==> config.mk <==
export PLATFORM = sky130hd
export DESIGN_NAME = cmt_config
export DESIGN_NICKNAME = d
export VERILOG_FILES = /design/src/cmt_pkg.sv /design/src/cmt_config.sv
export SDC_FILE = /design/constraint.sdc
export NUM_CORES = 1
export LEC_CHECK = 0
export BUFFER_PORTS_ARGS = -buffer_cell sky130_fd_sc_hd__buf_4
export CAP_MARGIN = 30
export CELL_PAD_IN_SITES_DETAIL_PLACEMENT = 1
export CELL_PAD_IN_SITES_GLOBAL_PLACEMENT = 2
export CORE_ASPECT_RATIO = 0.75
export CORE_UTILIZATION = 30
export DETAILED_ROUTE_END_ITERATION = 6
export PLACE_DENSITY_LB_ADDON = 0.1
export RECOVER_POWER = 25
export SLEW_MARGIN = 25
export SYNTH_ARGS = -nofsm -noshare
export SYNTH_HDL_FRONTEND = slang
export SYNTH_SLANG_ARGS = --single-unit
export TNS_END_PERCENT = 30
==> constraint.sdc <==
create_clock -name aclk -period 4.03 [get_ports aclk]
set_input_delay 1.209 -clock aclk [delete_from_list [all_inputs] [get_ports aclk]]
set_output_delay 1.209 -clock aclk [all_outputs]
set_load 0.03 [all_outputs]
==> src/cmt_pkg.sv <==
// Constants, register map and state carriers for the CAN mask-select and bit-timing block.
// Assumes a single 10 MHz clock, synchronous active-low reset and an AXI4-Lite master.
//
// How it works
// - Each filter's 2-bit selector picks mask 0, mask 1, filter 15, or no mask.
// - Four selectors per byte register, lowest filter in bits 1-0, four registers.
// - Selector registers change only while configuration mode is set.
// - All three timing registers change only while configuration mode is set.
// - Phase 2 uses its field when programmable, else max of phase 1 and processing time.
// - Triple-sample takes a majority of three samples, otherwise one sample at the point.
// - Phase 1 lasts field plus one quanta, field in bits 5-3 of segments register.
// - Propagation lasts field plus one quanta, field in bits 2-0 of segments register.
// - Programmable phase 2 lasts field plus one quanta, bits 2-0 of third register.
// - Phase 2 length field is ignored while phase-2 programmable bit is clear.
// - Wake-disable set blocks bus-activity wake-up; clear lets activity wake the device.
// - Wake line-filter set filters the bus line before wake detection.
// - Bits 5-3 of the third timing register read as zero.
package cmt_pkg;
	// Register byte offsets
	localparam logic [4:0] CMT_OFF_MASK_CHOICE_0 = 5'h00;
	localparam logic [4:0] CMT_OFF_MASK_CHOICE_1 = 5'h04;
	localparam logic [4:0] CMT_OFF_MASK_CHOICE_2 = 5'h08;
	localparam logic [4:0] CMT_OFF_MASK_CHOICE_3 = 5'h0C;
	localparam logic [4:0] CMT_OFF_PRESCALE = 5'h10;
	localparam logic [4:0] CMT_OFF_SEGMENTS = 5'h14;
	localparam logic [4:0] CMT_OFF_PHASE2_WAKE = 5'h18;
	localparam logic [4:0] CMT_OFF_CONTROL = 5'h1C;
	// Reset values
	localparam logic [7:0] CMT_RST_MASK_CHOICE_0 = 8'h50;
	localparam logic [7:0] CMT_RST_MASK_CHOICE_1 = 8'h05;
	localparam logic [7:0] CMT_RST_MASK_CHOICE_2 = 8'h00;
	localparam logic [7:0] CMT_RST_MASK_CHOICE_3 = 8'h00;
	localparam logic [7:0] CMT_RST_TIMING = 8'h00;
	localparam logic [7:0] CMT_RST_CONTROL = 8'h01;
	// Field positions
	localparam int CMT_POS_JUMP_WIDTH = 6;
	localparam int CMT_POS_PH2_PROG = 7;
	localparam int CMT_POS_TRIPLE = 6;
	localparam int CMT_POS_PH1 = 3;
	localparam int CMT_POS_PROP = 0;
	localparam int CMT_POS_WAKE_DIS = 7;
	localparam int CMT_POS_WAKE_FILT = 6;
	localparam int CMT_POS_PH2 = 0;
	localparam int CMT_POS_CONFIG = 0;
	localparam logic [7:0] CMT_PH2_WAKE_MASK = 8'hC7;
	// Selector encodings
	localparam logic [1:0] CMT_SEL_MASK0 = 2'h0;
	localparam logic [1:0] CMT_SEL_MASK1 = 2'h1;
	localparam logic [1:0] CMT_SEL_FILTER15 = 2'h2;
	localparam logic [1:0] CMT_SEL_NONE = 2'h3;
	// Timing: processing time in quanta, wake line filter time
	localparam logic [3:0] CMT_PROC_TIME_QUANTA = 4'h2;
	localparam int CMT_WAKE_FILT_NS = 500;
	localparam int CMT_CLK_NS = 100;
	localparam logic [3:0] CMT_WAKE_FILT_CYC = 4'((CMT_WAKE_FILT_NS + CMT_CLK_NS - 1) / CMT_CLK_NS);
	localparam logic [1:0] CMT_RESP_OKAY = 2'h0;
	localparam logic [1:0] CMT_RESP_SLVERR = 2'h2;

	// One-hot mask use per filter: {none, filter15, mask1, mask0}
	typedef logic [15:0][3:0] cmt_mask_use_t;

	typedef enum logic [3:0] {
		CMT_SEG_SYNC = 4'h1,
		CMT_SEG_PROP = 4'h2,
		CMT_SEG_PH1 = 4'h4,
		CMT_SEG_PH2 = 4'h8
	} cmt_seg_t;

	typedef struct packed {
		logic [4:0] awaddr;
		logic [31:0] wdata;
		logic [3:0] wstrb;
		logic aw_got;
		logic w_got;
		logic awready;
		logic wready;
		logic bvalid;
		logic [1:0] bresp;
		logic arready;
		logic rvalid;
		logic [31:0] rdata;
		logic [1:0] rresp;
	} cmt_bus_t;

	typedef struct packed {
		logic [3:0][7:0] mask_choice;
		logic [7:0] prescale;
		logic [7:0] segments;
		logic [7:0] phase2_wake;
		logic config_mode;
	} cmt_cfg_t;

	typedef struct packed {
		cmt_bus_t bus;
		cmt_cfg_t cfg;
		cmt_seg_t seg;
		logic [5:0] quantum_cnt;
		logic [3:0] q_cnt;
		logic [2:0] samples;
		logic [3:0] wake_cnt;
		cmt_mask_use_t mask_use;
		logic [3:0] phase2_quanta;
		logic sample_point;
		logic sampled_bit;
		logic bit_start;
		logic wake_event;
	} cmt_state_t;
endpackage

==> src/cmt_config.sv <==
// Mask-select and bit-timing configuration with an AXI4-Lite register slave and a nominal bit timer.
// Assumes can_rx is already synchronous to aclk (dominant = 0) and sleep_mode comes from the mode logic.
//
// Local design decisions: the AXI4-Lite register port and the register addresses.
`timescale 1ns/1ps
module cmt_config
	import cmt_pkg::*;
(
	input wire logic aclk,
	input wire logic aresetn,
	input wire logic [31:0] s_axi_awaddr,
	input wire logic s_axi_awvalid,
	output logic s_axi_awready,
	input wire logic [31:0] s_axi_wdata,
	input wire logic [3:0] s_axi_wstrb,
	input wire logic s_axi_wvalid,
	output logic s_axi_wready,
	output logic [1:0] s_axi_bresp,
	output logic s_axi_bvalid,
	input wire logic s_axi_bready,
	input wire logic [31:0] s_axi_araddr,
	input wire logic s_axi_arvalid,
	output logic s_axi_arready,
	output logic [31:0] s_axi_rdata,
	output logic [1:0] s_axi_rresp,
	output logic s_axi_rvalid,
	input wire logic s_axi_rready,
	input wire logic can_rx,
	input wire logic sleep_mode,
	output cmt_mask_use_t filter_mask_use,
	output logic [3:0] phase2_quanta,
	output logic sample_point,
	output logic sampled_bit,
	output logic bit_start,
	output logic wake_event
);

	cmt_state_t s_q;
	cmt_state_t s_d;
	cmt_mask_use_t use_dec;
	logic [3:0] prop_len;
	logic [3:0] ph1_len;
	logic [3:0] ph2_len;
	logic [5:0] prescaler;
	logic quantum_tick;
	logic seg_done;
	logic majority;
	logic [31:0] rd_word;
	logic rd_hit;

	////////////////////////////////////////////////////////////////////////////
	// Selector decode, one copy per filter; filter n lives in register n/4, bits 2*(n%4)+1:2*(n%4)
	genvar gi;
	generate
		for (gi = 0; gi < 16; gi++)
		begin : g_filter
			logic [1:0] sel;
			assign sel = s_q.cfg.mask_choice[gi / 4][2 * (gi % 4) +: 2];
			assign use_dec[gi] = {sel == CMT_SEL_NONE, sel == CMT_SEL_FILTER15,
				sel == CMT_SEL_MASK1, sel == CMT_SEL_MASK0};
		end
	endgenerate

	////////////////////////////////////////////////////////////////////////////
	// Segment lengths in quanta
	assign prescaler = s_q.cfg.prescale[5:0];
	assign prop_len = {1'b0, s_q.cfg.segments[CMT_POS_PROP +: 3]} + 4'h1;
	assign ph1_len = {1'b0, s_q.cfg.segments[CMT_POS_PH1 +: 3]} + 4'h1;
	// Automatic phase 2 never shorter than processing time, so the field is ignored here
	always_comb
	begin
		if (s_q.cfg.segments[CMT_POS_PH2_PROG])
			ph2_len = {1'b0, s_q.cfg.phase2_wake[CMT_POS_PH2 +: 3]} + 4'h1;
		else
			ph2_len = (ph1_len > CMT_PROC_TIME_QUANTA) ? ph1_len : CMT_PROC_TIME_QUANTA;
	end
	assign quantum_tick = (s_q.quantum_cnt == prescaler);
	// Vote over the two earlier quantum samples and the line at the sample point itself
	assign majority = (s_q.samples[0] & s_q.samples[1]) | (s_q.samples[0] & can_rx)
		| (s_q.samples[1] & can_rx);

	////////////////////////////////////////////////////////////////////////////
	// Read mux; unused and reserved bits read as zero
	always_comb
	begin
		rd_word = 32'h0000_0000;
		rd_hit = 1'b1;
		case (s_axi_araddr[4:0])
			CMT_OFF_MASK_CHOICE_0: rd_word[7:0] = s_q.cfg.mask_choice[0];
			CMT_OFF_MASK_CHOICE_1: rd_word[7:0] = s_q.cfg.mask_choice[1];
			CMT_OFF_MASK_CHOICE_2: rd_word[7:0] = s_q.cfg.mask_choice[2];
			CMT_OFF_MASK_CHOICE_3: rd_word[7:0] = s_q.cfg.mask_choice[3];
			CMT_OFF_PRESCALE: rd_word[7:0] = s_q.cfg.prescale;
			CMT_OFF_SEGMENTS: rd_word[7:0] = s_q.cfg.segments;
			CMT_OFF_PHASE2_WAKE: rd_word[7:0] = s_q.cfg.phase2_wake & CMT_PH2_WAKE_MASK;
			CMT_OFF_CONTROL: rd_word[7:0] = {s_q.seg, 3'h0, s_q.cfg.config_mode};
			default: rd_hit = 1'b0;
		endcase
		if (s_axi_araddr[31:5] != 27'h0 || s_axi_araddr[1:0] != 2'h0)
			rd_hit = 1'b0;
	end

	////////////////////////////////////////////////////////////////////////////
	// Next-state logic for bus, configuration, bit timer and wake detection
	always_comb
	begin
		s_d = s_q;
		seg_done = 1'b0;
		// Write address and data may arrive in either order
		if (s_axi_awvalid && s_q.bus.awready)
		begin
			s_d.bus.awaddr = s_axi_awaddr[4:0];
			s_d.bus.aw_got = 1'b1;
		end
		if (s_axi_wvalid && s_q.bus.wready)
		begin
			s_d.bus.wdata = s_axi_wdata;
			s_d.bus.wstrb = s_axi_wstrb;
			s_d.bus.w_got = 1'b1;
		end
		if (s_axi_bvalid && s_axi_bready)
			s_d.bus.bvalid = 1'b0;
		// Commit once both halves are held; outside configuration mode, writes other than to control answer OKAY but store nothing
		if (s_q.bus.aw_got && s_q.bus.w_got && !s_q.bus.bvalid)
		begin
			s_d.bus.aw_got = 1'b0;
			s_d.bus.w_got = 1'b0;
			s_d.bus.bvalid = 1'b1;
			s_d.bus.bresp = CMT_RESP_OKAY;
			if (s_q.bus.awaddr[1:0] != 2'h0)
				s_d.bus.bresp = CMT_RESP_SLVERR;
			else if (s_q.bus.wstrb[0])
			begin
				case (s_q.bus.awaddr)
					CMT_OFF_MASK_CHOICE_0, CMT_OFF_MASK_CHOICE_1, CMT_OFF_MASK_CHOICE_2, CMT_OFF_MASK_CHOICE_3:
						if (s_q.cfg.config_mode)
							s_d.cfg.mask_choice[s_q.bus.awaddr[3:2]] = s_q.bus.wdata[7:0];
					CMT_OFF_PRESCALE:
						if (s_q.cfg.config_mode)
							s_d.cfg.prescale = s_q.bus.wdata[7:0];
					CMT_OFF_SEGMENTS:
						if (s_q.cfg.config_mode)
							s_d.cfg.segments = s_q.bus.wdata[7:0];
					CMT_OFF_PHASE2_WAKE:
						if (s_q.cfg.config_mode)
							s_d.cfg.phase2_wake = s_q.bus.wdata[7:0] & CMT_PH2_WAKE_MASK;
					CMT_OFF_CONTROL: s_d.cfg.config_mode = s_q.bus.wdata[CMT_POS_CONFIG];
					default: s_d.bus.bresp = CMT_RESP_SLVERR;
				endcase
			end
			else if (s_q.bus.awaddr > CMT_OFF_CONTROL)
				s_d.bus.bresp = CMT_RESP_SLVERR;
		end
		// Ready stays low while a half is held or a response waits, so one write at a time
		s_d.bus.awready = !s_d.bus.aw_got && !s_d.bus.bvalid && !(s_q.bus.aw_got && s_q.bus.w_got);
		s_d.bus.wready = !s_d.bus.w_got && !s_d.bus.bvalid && !(s_q.bus.aw_got && s_q.bus.w_got);
		// Reads answer one cycle after the address is taken
		if (s_axi_rvalid && s_axi_rready)
			s_d.bus.rvalid = 1'b0;
		if (s_axi_arvalid && s_q.bus.arready)
		begin
			s_d.bus.rvalid = 1'b1;
			s_d.bus.rdata = rd_word;
			s_d.bus.rresp = rd_hit ? CMT_RESP_OKAY : CMT_RESP_SLVERR;
		end
		s_d.bus.arready = !s_d.bus.rvalid && !(s_axi_arvalid && s_q.bus.arready);

		// Bit timer; held at the start of sync while configuring so a new setting starts clean
		s_d.sample_point = 1'b0;
		s_d.bit_start = 1'b0;
		if (s_q.cfg.config_mode)
		begin
			s_d.seg = CMT_SEG_SYNC;
			s_d.quantum_cnt = 6'h00;
			s_d.q_cnt = 4'h0;
		end
		else
		begin
			s_d.quantum_cnt = quantum_tick ? 6'h00 : s_q.quantum_cnt + 6'h01;
			if (quantum_tick)
			begin
				// Keep the last three quantum samples for majority voting
				s_d.samples = {s_q.samples[1:0], can_rx};
				s_d.q_cnt = s_q.q_cnt + 4'h1;
				case (s_q.seg)
					CMT_SEG_SYNC: seg_done = 1'b1;
					CMT_SEG_PROP: seg_done = (s_q.q_cnt == prop_len - 4'h1);
					CMT_SEG_PH1: seg_done = (s_q.q_cnt == ph1_len - 4'h1);
					CMT_SEG_PH2: seg_done = (s_q.q_cnt == ph2_len - 4'h1);
					default: seg_done = 1'b1;
				endcase
				if (seg_done)
				begin
					s_d.q_cnt = 4'h0;
					case (s_q.seg)
						CMT_SEG_SYNC: s_d.seg = CMT_SEG_PROP;
						CMT_SEG_PROP: s_d.seg = CMT_SEG_PH1;
						CMT_SEG_PH1:
						begin
							s_d.seg = CMT_SEG_PH2;
							s_d.sample_point = 1'b1;
							// Voting covers the two quanta before the point and the point itself
							if (s_q.cfg.segments[CMT_POS_TRIPLE])
								s_d.sampled_bit = majority;
							else
								s_d.sampled_bit = can_rx;
						end
						default:
						begin
							s_d.seg = CMT_SEG_SYNC;
							s_d.bit_start = 1'b1;
						end
					endcase
				end
			end
		end

		// Wake detection on a dominant line while asleep; filter wants a stable dominant
		s_d.wake_event = 1'b0;
		s_d.wake_cnt = can_rx ? 4'h0 : ((s_q.wake_cnt == CMT_WAKE_FILT_CYC) ? s_q.wake_cnt : s_q.wake_cnt + 4'h1);
		if (sleep_mode && !s_q.cfg.phase2_wake[CMT_POS_WAKE_DIS] && !can_rx)
		begin
			if (!s_q.cfg.phase2_wake[CMT_POS_WAKE_FILT])
				s_d.wake_event = 1'b1;
			else if (s_q.wake_cnt == CMT_WAKE_FILT_CYC - 4'h1)
				s_d.wake_event = 1'b1;
		end

		s_d.mask_use = use_dec;
		s_d.phase2_quanta = ph2_len;
	end

	////////////////////////////////////////////////////////////////////////////
	// State register
	always_ff @(posedge aclk)
	begin
		if (!aresetn)
		begin
			s_q <= '0;
			s_q.cfg.mask_choice <= {CMT_RST_MASK_CHOICE_3, CMT_RST_MASK_CHOICE_2,
				CMT_RST_MASK_CHOICE_1, CMT_RST_MASK_CHOICE_0};
			s_q.cfg.prescale <= CMT_RST_TIMING;
			s_q.cfg.segments <= CMT_RST_TIMING;
			s_q.cfg.phase2_wake <= CMT_RST_TIMING;
			s_q.cfg.config_mode <= CMT_RST_CONTROL[CMT_POS_CONFIG];
			s_q.seg <= CMT_SEG_SYNC;
			s_q.samples <= 3'h7;
			s_q.sampled_bit <= 1'b1;
			s_q.phase2_quanta <= CMT_PROC_TIME_QUANTA;
		end
		else
			s_q <= s_d;
	end

	// Outputs straight from the state register
	assign s_axi_awready = s_q.bus.awready;
	assign s_axi_wready = s_q.bus.wready;
	assign s_axi_bvalid = s_q.bus.bvalid;
	assign s_axi_bresp = s_q.bus.bresp;
	assign s_axi_arready = s_q.bus.arready;
	assign s_axi_rvalid = s_q.bus.rvalid;
	assign s_axi_rdata = s_q.bus.rdata;
	assign s_axi_rresp = s_q.bus.rresp;
	assign filter_mask_use = s_q.mask_use;
	assign phase2_quanta = s_q.phase2_quanta;
	assign sample_point = s_q.sample_point;
	assign sampled_bit = s_q.sampled_bit;
	assign bit_start = s_q.bit_start;
	assign wake_event = s_q.wake_event;

	logic commit;
	assign commit = s_q.bus.aw_got && s_q.bus.w_got && !s_q.bus.bvalid;
endmodule

; Word level (Yosys, flattened, before mapping)
; Index checks and enable logic that the tools add are counted.
[classes]
add_sub_neg = 9
n_mul = 0
n_div = 0
order_cmp = 4
n_eq_ne = 72
shifts = 0
n_mux = 30
bitwise_logic = 10
reduce_logical = 63
[op_table]
columns = operator, n
row1 = 2-bit == test (second input constant), 32
row2 = 8-bit one-hot mux with 8 select lines, 1
row3 = 5-bit == test (second input constant), 8
row4 = 35-bit two-way mux, 1
row5 = 32-bit bitwise mux, 1
row6 = 2-bit by 1-bit == test with 1-bit output (second input constant), 16
row7 = 2-bit logical NOT, 16
row8 = 27-bit nonzero test, 1
row9 = 5-bit by 4-bit == test with 1-bit output (second input constant), 4
row10 = 5-bit AND reduction, 4
row11 = 8-bit demux with 2-bit select, 1
row12 = 8-bit OR reduction, 2
row13 = 1-bit logical AND, 15
row14 = 2-bit two-way mux, 7
row15 = 3-bit by 1-bit adder with 4-bit output (second input constant), 3
row16 = 4-bit by 3-bit == test with 1-bit output (second input constant), 3
row17 = 4-bit == test, 3
row18 = 1-bit two-way mux, 12
row19 = 4-bit two-way mux, 3
row20 = 4-bit one-hot mux with 3 select lines, 1
row21 = 4-bit by 1-bit subtractor with 4-bit output (second input constant), 3
row22 = 5-bit by 3-bit == test with 1-bit output (second input constant), 2
row23 = 5-bit logical NOT, 2
row24 = 1-bit logical NOT, 9
row25 = 23 further kinds, 38
[totals]
reg_bits = 179
latch_bits = 0
ram_bits = 0
rom_bits = 0
input_bits = 109
out_inout_bits = 113
n_memories = 0

; Depth between registers and ports, before layout
[depth]
ltp_word = 11
mapped_depth = 12
mapped_depth_nobuf = 12

; Worst setup path before layout
; No wires, ideal clock.
[synth_path]
path_type = register -> register
start = register s_q[106] in the netlist's numbering
end = register, netlist name sampled_bit
setup_ps = 123
t_arrival_ps = 3008
setup_slack_ps = 899
path_stages_with_launch = 13
n_path_buf = 0
cell_sequence = dfxtp_1 > inv_1 > ha_1 > or2_2 > a311oi_1 > nor2_1 > ha_1 > a21oi_1 > xnor2_1 > nand3_1 > o21a_1 > nor4b_2 > mux2_1
[synth_via]
elab_chain_cells = 10
word_cells_on_any_way = 12
cone_classes = 3 x add/sub / 1 x order compare / 2 x eq/ne / 5 x mux / 1 x reduce/logical
[synth_rtl]
columns = item, line
row1 = start: declaration, cmt_config.sv:38  ; cmt_state_t s_q;
row2 = 3-bit by 1-bit adder with 4-bit output *, cmt_config.sv:68  ; assign ph1_len = {1'b0, s_q.cfg.segments[CMT_POS_PH1 +: 3]} + 4'h1;
row3 = 4-bit by 2-bit greater-than comparator with 1-bit output, cmt_config.sv:75  ; ph2_len = (ph1_len > CMT_PROC_TIME_QUANTA) ? ph1_len : CMT_PROC_TIME_QUANTA;
row4 = 4-bit two-way mux, cmt_config.sv:75
row5 = 4-bit two-way mux, cmt_config.sv:72  ; if (s_q.cfg.segments[CMT_POS_PH2_PROG])
row6 = 4-bit by 1-bit subtractor with 4-bit output, cmt_config.sv:189  ; CMT_SEG_PH2: seg_done = (s_q.q_cnt == ph2_len - 4'h1);
row7 = 4-bit == test, cmt_config.sv:189
row8 = 1-bit one-hot mux with 3 select lines *, cmt_config.sv:185  ; case (s_q.seg)
row9 = 1-bit two-way mux *, cmt_config.sv:180  ; if (quantum_tick)
row10 = 1-bit two-way mux *, cmt_config.sv:171  ; if (s_q.cfg.config_mode)
row11 = 4-bit AND reduction (no line) *, -
; Mark *: on every way between the ends. The rest lies on a longest branch, timed or not. The select of a mux whose other input is x is not followed.
; A chain may end at the register's enable or synchronous reset.

; Worst setup path after layout
[layout_path]
start = register s_q[106] in the netlist's numbering
end = register, netlist name sampled_bit
[layout_via]
elab_chain_cells = 10
word_cells_on_any_way = 12
cone_classes = 3 x add/sub / 1 x order compare / 2 x eq/ne / 5 x mux / 1 x reduce/logical
[layout_rtl]
columns = item, line
row1 = 3-bit by 1-bit adder with 4-bit output *, cmt_config.sv:68
row2 = 4-bit by 2-bit greater-than comparator with 1-bit output, cmt_config.sv:75
row3 = 4-bit two-way mux, cmt_config.sv:75
row4 = 4-bit two-way mux, cmt_config.sv:72
row5 = 4-bit by 1-bit subtractor with 4-bit output, cmt_config.sv:189
row6 = 4-bit == test, cmt_config.sv:189
row7 = 1-bit one-hot mux with 3 select lines *, cmt_config.sv:185
row8 = 1-bit two-way mux *, cmt_config.sv:180
row9 = 1-bit two-way mux *, cmt_config.sv:171
row10 = 4-bit AND reduction (no line) *, -
; Marked as above.

==> impl_results.html <==
<table>
<tr><th>Metric</th><th>Value</th></tr>
<tr><th colspan="2">Floorplan</th></tr>
<tr><td>Number of top-level design ports</td><td>between 200 and 250</td></tr>
<tr><td>Initial core utilization</td><td>0.305</td></tr>
<tr><td>Total Die Area</td><td>about 27,000 um2</td></tr>
<tr><td>Placeable core region</td><td>approximately 26,000 um2</td></tr>
<tr><td>Die Y-Extent</td><td>between 100 and 150 um</td></tr>
<tr><td>Die extent in x</td><td>approximately 190 um</td></tr>
<tr><td>Num rows</td><td>51</td></tr>
<tr><th colspan="2">Timing</th></tr>
<tr><td>Skew final</td><td>about 0.012 ns</td></tr>
<tr><td>Smallest setup slack after layout</td><td>0.461 ns</td></tr>
<tr><td>Unrepaired setup endpoints after global routing</td><td>false</td></tr>
<tr><td>Fin crit share</td><td>0.886</td></tr>
<tr><td>Minimum clock period after layout</td><td>between 3 and 4 ns</td></tr>
<tr><td>Max Slew Vio Count</td><td>between 100 and 150</td></tr>
<tr><td>Setup violation total in the final timing report</td><td>0</td></tr>
<tr><td>Actual slew at the worst max-slew pin</td><td>approximately 2.1 ns</td></tr>
<tr><td>Final setup TNS</td><td>0 ns</td></tr>
<tr><td>Worst Hold Slack</td><td>~0.47 ns</td></tr>
<tr><td>Normalized max-slew margin</td><td>-0.392</td></tr>
<tr><td>Fin. Hold Viols</td><td>0</td></tr>
<tr><td>Highest achievable clock rate</td><td>around 280 MHz</td></tr>
<tr><th colspan="2">Outcome</th></tr>
<tr><td>Result of the run</td><td>finished with violations</td></tr>
<tr><td>Violated checks</td><td>max-capacitance violations, max-slew violations</td></tr>
<tr><th colspan="2">Pwr</th></tr>
<tr><td>Internal power contribution</td><td>about 0.0028 W</td></tr>
<tr><td>Sequential group share of total power</td><td>0.490</td></tr>
<tr><td>Peak ir drop on the vdd network</td><td>between 200 and 300 uV</td></tr>
<tr><td>Cell leakage power</td><td>between 3 and 4 nW</td></tr>
<tr><td>Share of power burned in the clock network</td><td>0.453</td></tr>
<tr><td>Comb pwr share</td><td>0.057</td></tr>
<tr><td>Tot Pwr</td><td>0.00368 W</td></tr>
<tr><td>Ratio of total power to cell area</td><td>around 400 nW/um2</td></tr>
<tr><td>Switching fraction of total power</td><td>0.234</td></tr>
<tr><td>Total net switching power</td><td>0.000861 W</td></tr>
<tr><th colspan="2">Clock tree</th></tr>
<tr><td>Clock buffers created by TritonCTS</td><td>17</td></tr>
<tr><td>Number of hold-repair buffers added at the cts stage</td><td>0</td></tr>
<tr><td>Number of H-tree branching levels</td><td>4</td></tr>
<tr><td>PostCTS Resize Cnt</td><td>0</td></tr>
<tr><td>Clock Path Buffers</td><td>2</td></tr>
<tr><td>Number of setup buffers added after CTS</td><td>0</td></tr>
<tr><td>Root buffer cell</td><td>clkbuf_16</td></tr>
<tr><td>Number of clock sinks</td><td>between 150 and 200</td></tr>
<tr><td>Clock-pin slew on the worst setup and hold paths</td><td>around 0.060 ns</td></tr>
<tr><td>Clock latency reported for the late side of the worst-skew pair</td><td>around 0.44 ns</td></tr>
<tr><td>CTS tree</td><td>built</td></tr>
<tr><th colspan="2">Synth</th></tr>
<tr><td>Top_reg_cell synth</td><td>dfxtp_1</td></tr>
<tr><td>Gate Count Post-Synth</td><td>just over 900</td></tr>
<tr><td>Number of synthesized register bits</td><td>around 180</td></tr>
<tr><td>Post-synthesis area per instance</td><td>between 8 and 9 um2</td></tr>
<tr><td>Xor/xnor cell area share of the yosys netlist</td><td>0.0219</td></tr>
<tr><td>Combinational family with the most area after synthesis</td><td>simple AND/OR/NAND/NOR gates</td></tr>
<tr><td>Library cells used by synthesis</td><td>between 60 and 70</td></tr>
<tr><td>Synthesized-area fraction occupied by and/or/nand/nor cells</td><td>0.240</td></tr>
<tr><td>Portion of the post-synthesis area used by sequential elements</td><td>0.447</td></tr>
<tr><td>Post-synthesis compound-gate area fraction</td><td>0.138</td></tr>
<tr><td>Synthesis warning total</td><td>0</td></tr>
<tr><td>Fraction of the mapped netlist area in adder cells</td><td>0.0142</td></tr>
<tr><td>Post-synthesis cell area</td><td>~7900 um2</td></tr>
<tr><td>Share of synthesized area spent on multiplexers</td><td>0.0147</td></tr>
<tr><td>Count of flip-flops with a built-in enable after synthesis</td><td>0</td></tr>
<tr><td>Async set-reset flop share out of synthesis</td><td>0</td></tr>
<tr><th colspan="2">Placement</th></tr>
<tr><td>Total half-perimeter wirelength after legalization and detailed placement</td><td>roughly 17,000 um</td></tr>
<tr><td>Area after detailed placement</td><td>just under 9000 um2</td></tr>
<tr><td>Port bufs</td><td>roughly 140</td></tr>
<tr><td>Post-placement worst setup slack</td><td>approximately 0.47 ns</td></tr>
<tr><td>Routability cong.</td><td>0.763</td></tr>
<tr><th colspan="2">Global route</th></tr>
<tr><td>Antenna violations before repair</td><td>0</td></tr>
<tr><td>Total global routing track utilization</td><td>0.172</td></tr>
<tr><td>Largest net degree at the start of global routing</td><td>60</td></tr>
<tr><td>Overflow after GRT</td><td>0</td></tr>
<tr><td>Via count of the first global-routing pass</td><td>between 5,000 and 6,000</td></tr>
<tr><td>First-pass GRT wire length</td><td>around 35,000 um</td></tr>
<tr><th colspan="2">Critical path</th></tr>
<tr><td>Cell Chain, Critical Path</td><td>inv_1, ha_1, or2_2, a311oi_1, nor2_1, ha_1, a21oi_1, xnor2_1, nand3_1, o21a_1, nor4b_2, mux2_1</td></tr>
<tr><td>Kind of critical path</td><td>reg2reg</td></tr>
<tr><td>Data required time at the worst endpoint</td><td>4.35 ns</td></tr>
<tr><td>Startpoint kind of the worst setup timing path</td><td>flop</td></tr>
<tr><td>Critical path endpoint category</td><td>flop</td></tr>
<tr><td>Maximum fanout along the worst path</td><td>6</td></tr>
<tr><td>Cell class contributing the biggest share of worst-path delay</td><td>compound AO/OA/AOI/OAI gates</td></tr>
<tr><td>Worst Path Buf+Inv</td><td>1</td></tr>
<tr><td>Delay of the slowest cell on the worst path</td><td>0.54 ns</td></tr>
<tr><td>Critical Path Slowest Stage Cell</td><td>a311oi_1</td></tr>
<tr><td>Critical path's most frequent cell</td><td>ha_1</td></tr>
<tr><td>CP arrival</td><td>between 3 and 4 ns</td></tr>
<tr><th colspan="2">Route</th></tr>
<tr><td>Final WL</td><td>22,900 um</td></tr>
<tr><td>Number of violations reported at the end of detailed-routing iteration 0</td><td>approximately 320</td></tr>
<tr><td>DR pass1 iterations</td><td>5</td></tr>
<tr><td>Avg Vias per Cell</td><td>around 4.6</td></tr>
<tr><td>Drc violations</td><td>0</td></tr>
<tr><td>Residual antenna-violating net count after detailed routing</td><td>0</td></tr>
<tr><td>Detail-routed net length per standard cell</td><td>~17 um</td></tr>
<tr><td>Number of vias in the routed layout</td><td>just over 6,000</td></tr>
<tr><th colspan="2">Finish</th></tr>
<tr><td>Commonest non-fill, non-tap cells in the layout</td><td>dfxtp_1, nand2_1, buf_4, a21boi_0, nor2_1</td></tr>
<tr><td>Share of final-layout standard cells stronger than drive strength 1</td><td>0.187</td></tr>
<tr><td>Synth-to-layout area growth</td><td>15.6%</td></tr>
<tr><td>Count of nets after finishing</td><td>about 1,100</td></tr>
<tr><td>Diodes inserted</td><td>0</td></tr>
<tr><td>Layout Cell Area excl Fill</td><td>slightly above 9000 um2</td></tr>
<tr><td>Most common cell after layout, fill and taps aside</td><td>dfxtp_1</td></tr>
<tr><th colspan="2">Hold path</th></tr>
<tr><td>Type of the tightest min-delay check</td><td>reg2reg</td></tr>
<tr><th colspan="2">Flow run</th></tr>
<tr><td>Maxcap violations</td><td>2</td></tr>
</table>
## through the flow
| step | utilization | std cells |
|---|---|---|
| floorplan | - | 930 |
| global placement | 0.333 | 1280 |
| detailed placement | 0.333 | 1280 |
| CTS | 0.355 | 1309 |
| global route | 0.353 | 1310 |
| finish | 0.353 | 1310 |
## sequential cells by signal (all words and copies together) (netlist names), 4 cells and up
| signal | flops |
|---|---|
| s_axi_rdata | 8 |
| g_filter.sel | 32 |
| filter_mask_use | 64 |
| phase2_quanta | 4 |
| s_q | 52 |
| prescaler | 6 |
## power groups by stage
stage | Combinational (W) | Clock (W) | Sequential [W]
finish | 0.000210 | 0.00167 | 0.00180
global route | 0.000228 | 0.00179 | 0.00180
floorplan | 0.000155 | 0 | 0.00183
detailed placement | 0.000212 | 0 | 0.00184
global placement | 0.000211 | 0 | 0.00184
CTS | 0.000213 | 0.00173 | 0.00180
## final cells by class
class                   instances  area [um2]
clock buffers                  19         433
fillers                      3053       16800
clock inverters                10         140
flip-flops and latches        177        3540
well taps                     344         430
repair buffers                153        1080
inverters                       9        33.8
multi-input cells             598        3490
## worst min-delay path, delay by kind of cell (launching register included)
kind | cells | cell delay [ns]
AO/OA/AOI/OAI | 1 | 0.06
flip-flops | 1 | 0.31
AND/OR/NAND/NOR | 1 | 0.05
## cell usage after synthesis (11+ instances only)
cell,count,area (um2)
and3b_1,13,114
nor2b_1,16,100
a22oi_1,18,135
nand2_1,165,619
a21boi_0,61,458
nand2b_1,11,68.8
a21oi_1,22,110
buf_4,104,781
o21ai_0,11,55.1
nor2_1,57,214
and3_1,24,150
dfxtp_1,177,3540
nand3_1,30,150
nor3b_1,17,128
xnor2_1,11,96.3
clkbuf_1,36,135
nor4_1,12,75.1
## final timing paths
| path | slack (ns) | startpoint | endpoint | cells past startpoint |
|---|---|---|---|---|
| worst max-delay path | 0.46 | s_q[106] | sampled_bit | 12 |
| worst min-delay path | 0.47 | s_q[229] | s_q[229] | 2 |
| worst max register to register | 0.46 | s_q[106] | sampled_bit | 12 |
| worst min register to register | 0.47 | s_q[229] | s_q[229] | 2 |
## routing by layer
| metal | vias up | global-route usage | share of wire |
|---|---|---|---|
| met1 | 2869 | 0.249 | 0.53 |
| met5 | - | 0 | 0 |
| met3 | 19 | 0.0342 | 0.036 |
| met4 | 0 | 0.0514 | 0.012 |
| met2 | 117 | 0.254 | 0.43 |
| li1 | 3058 | - | - |
## cells by family after synthesis
family                   after synthesis
AO/OA/AOI/OAI                        152
adder cells (fa/ha/maj)                9
XOR/XNOR                              19
flip-flops                           177
multiplexers                          11
other                                  1
AND/OR/NAND/NOR                      381
buffers and inverters                155
Note: power is estimated with default switching activity, not from simulation.
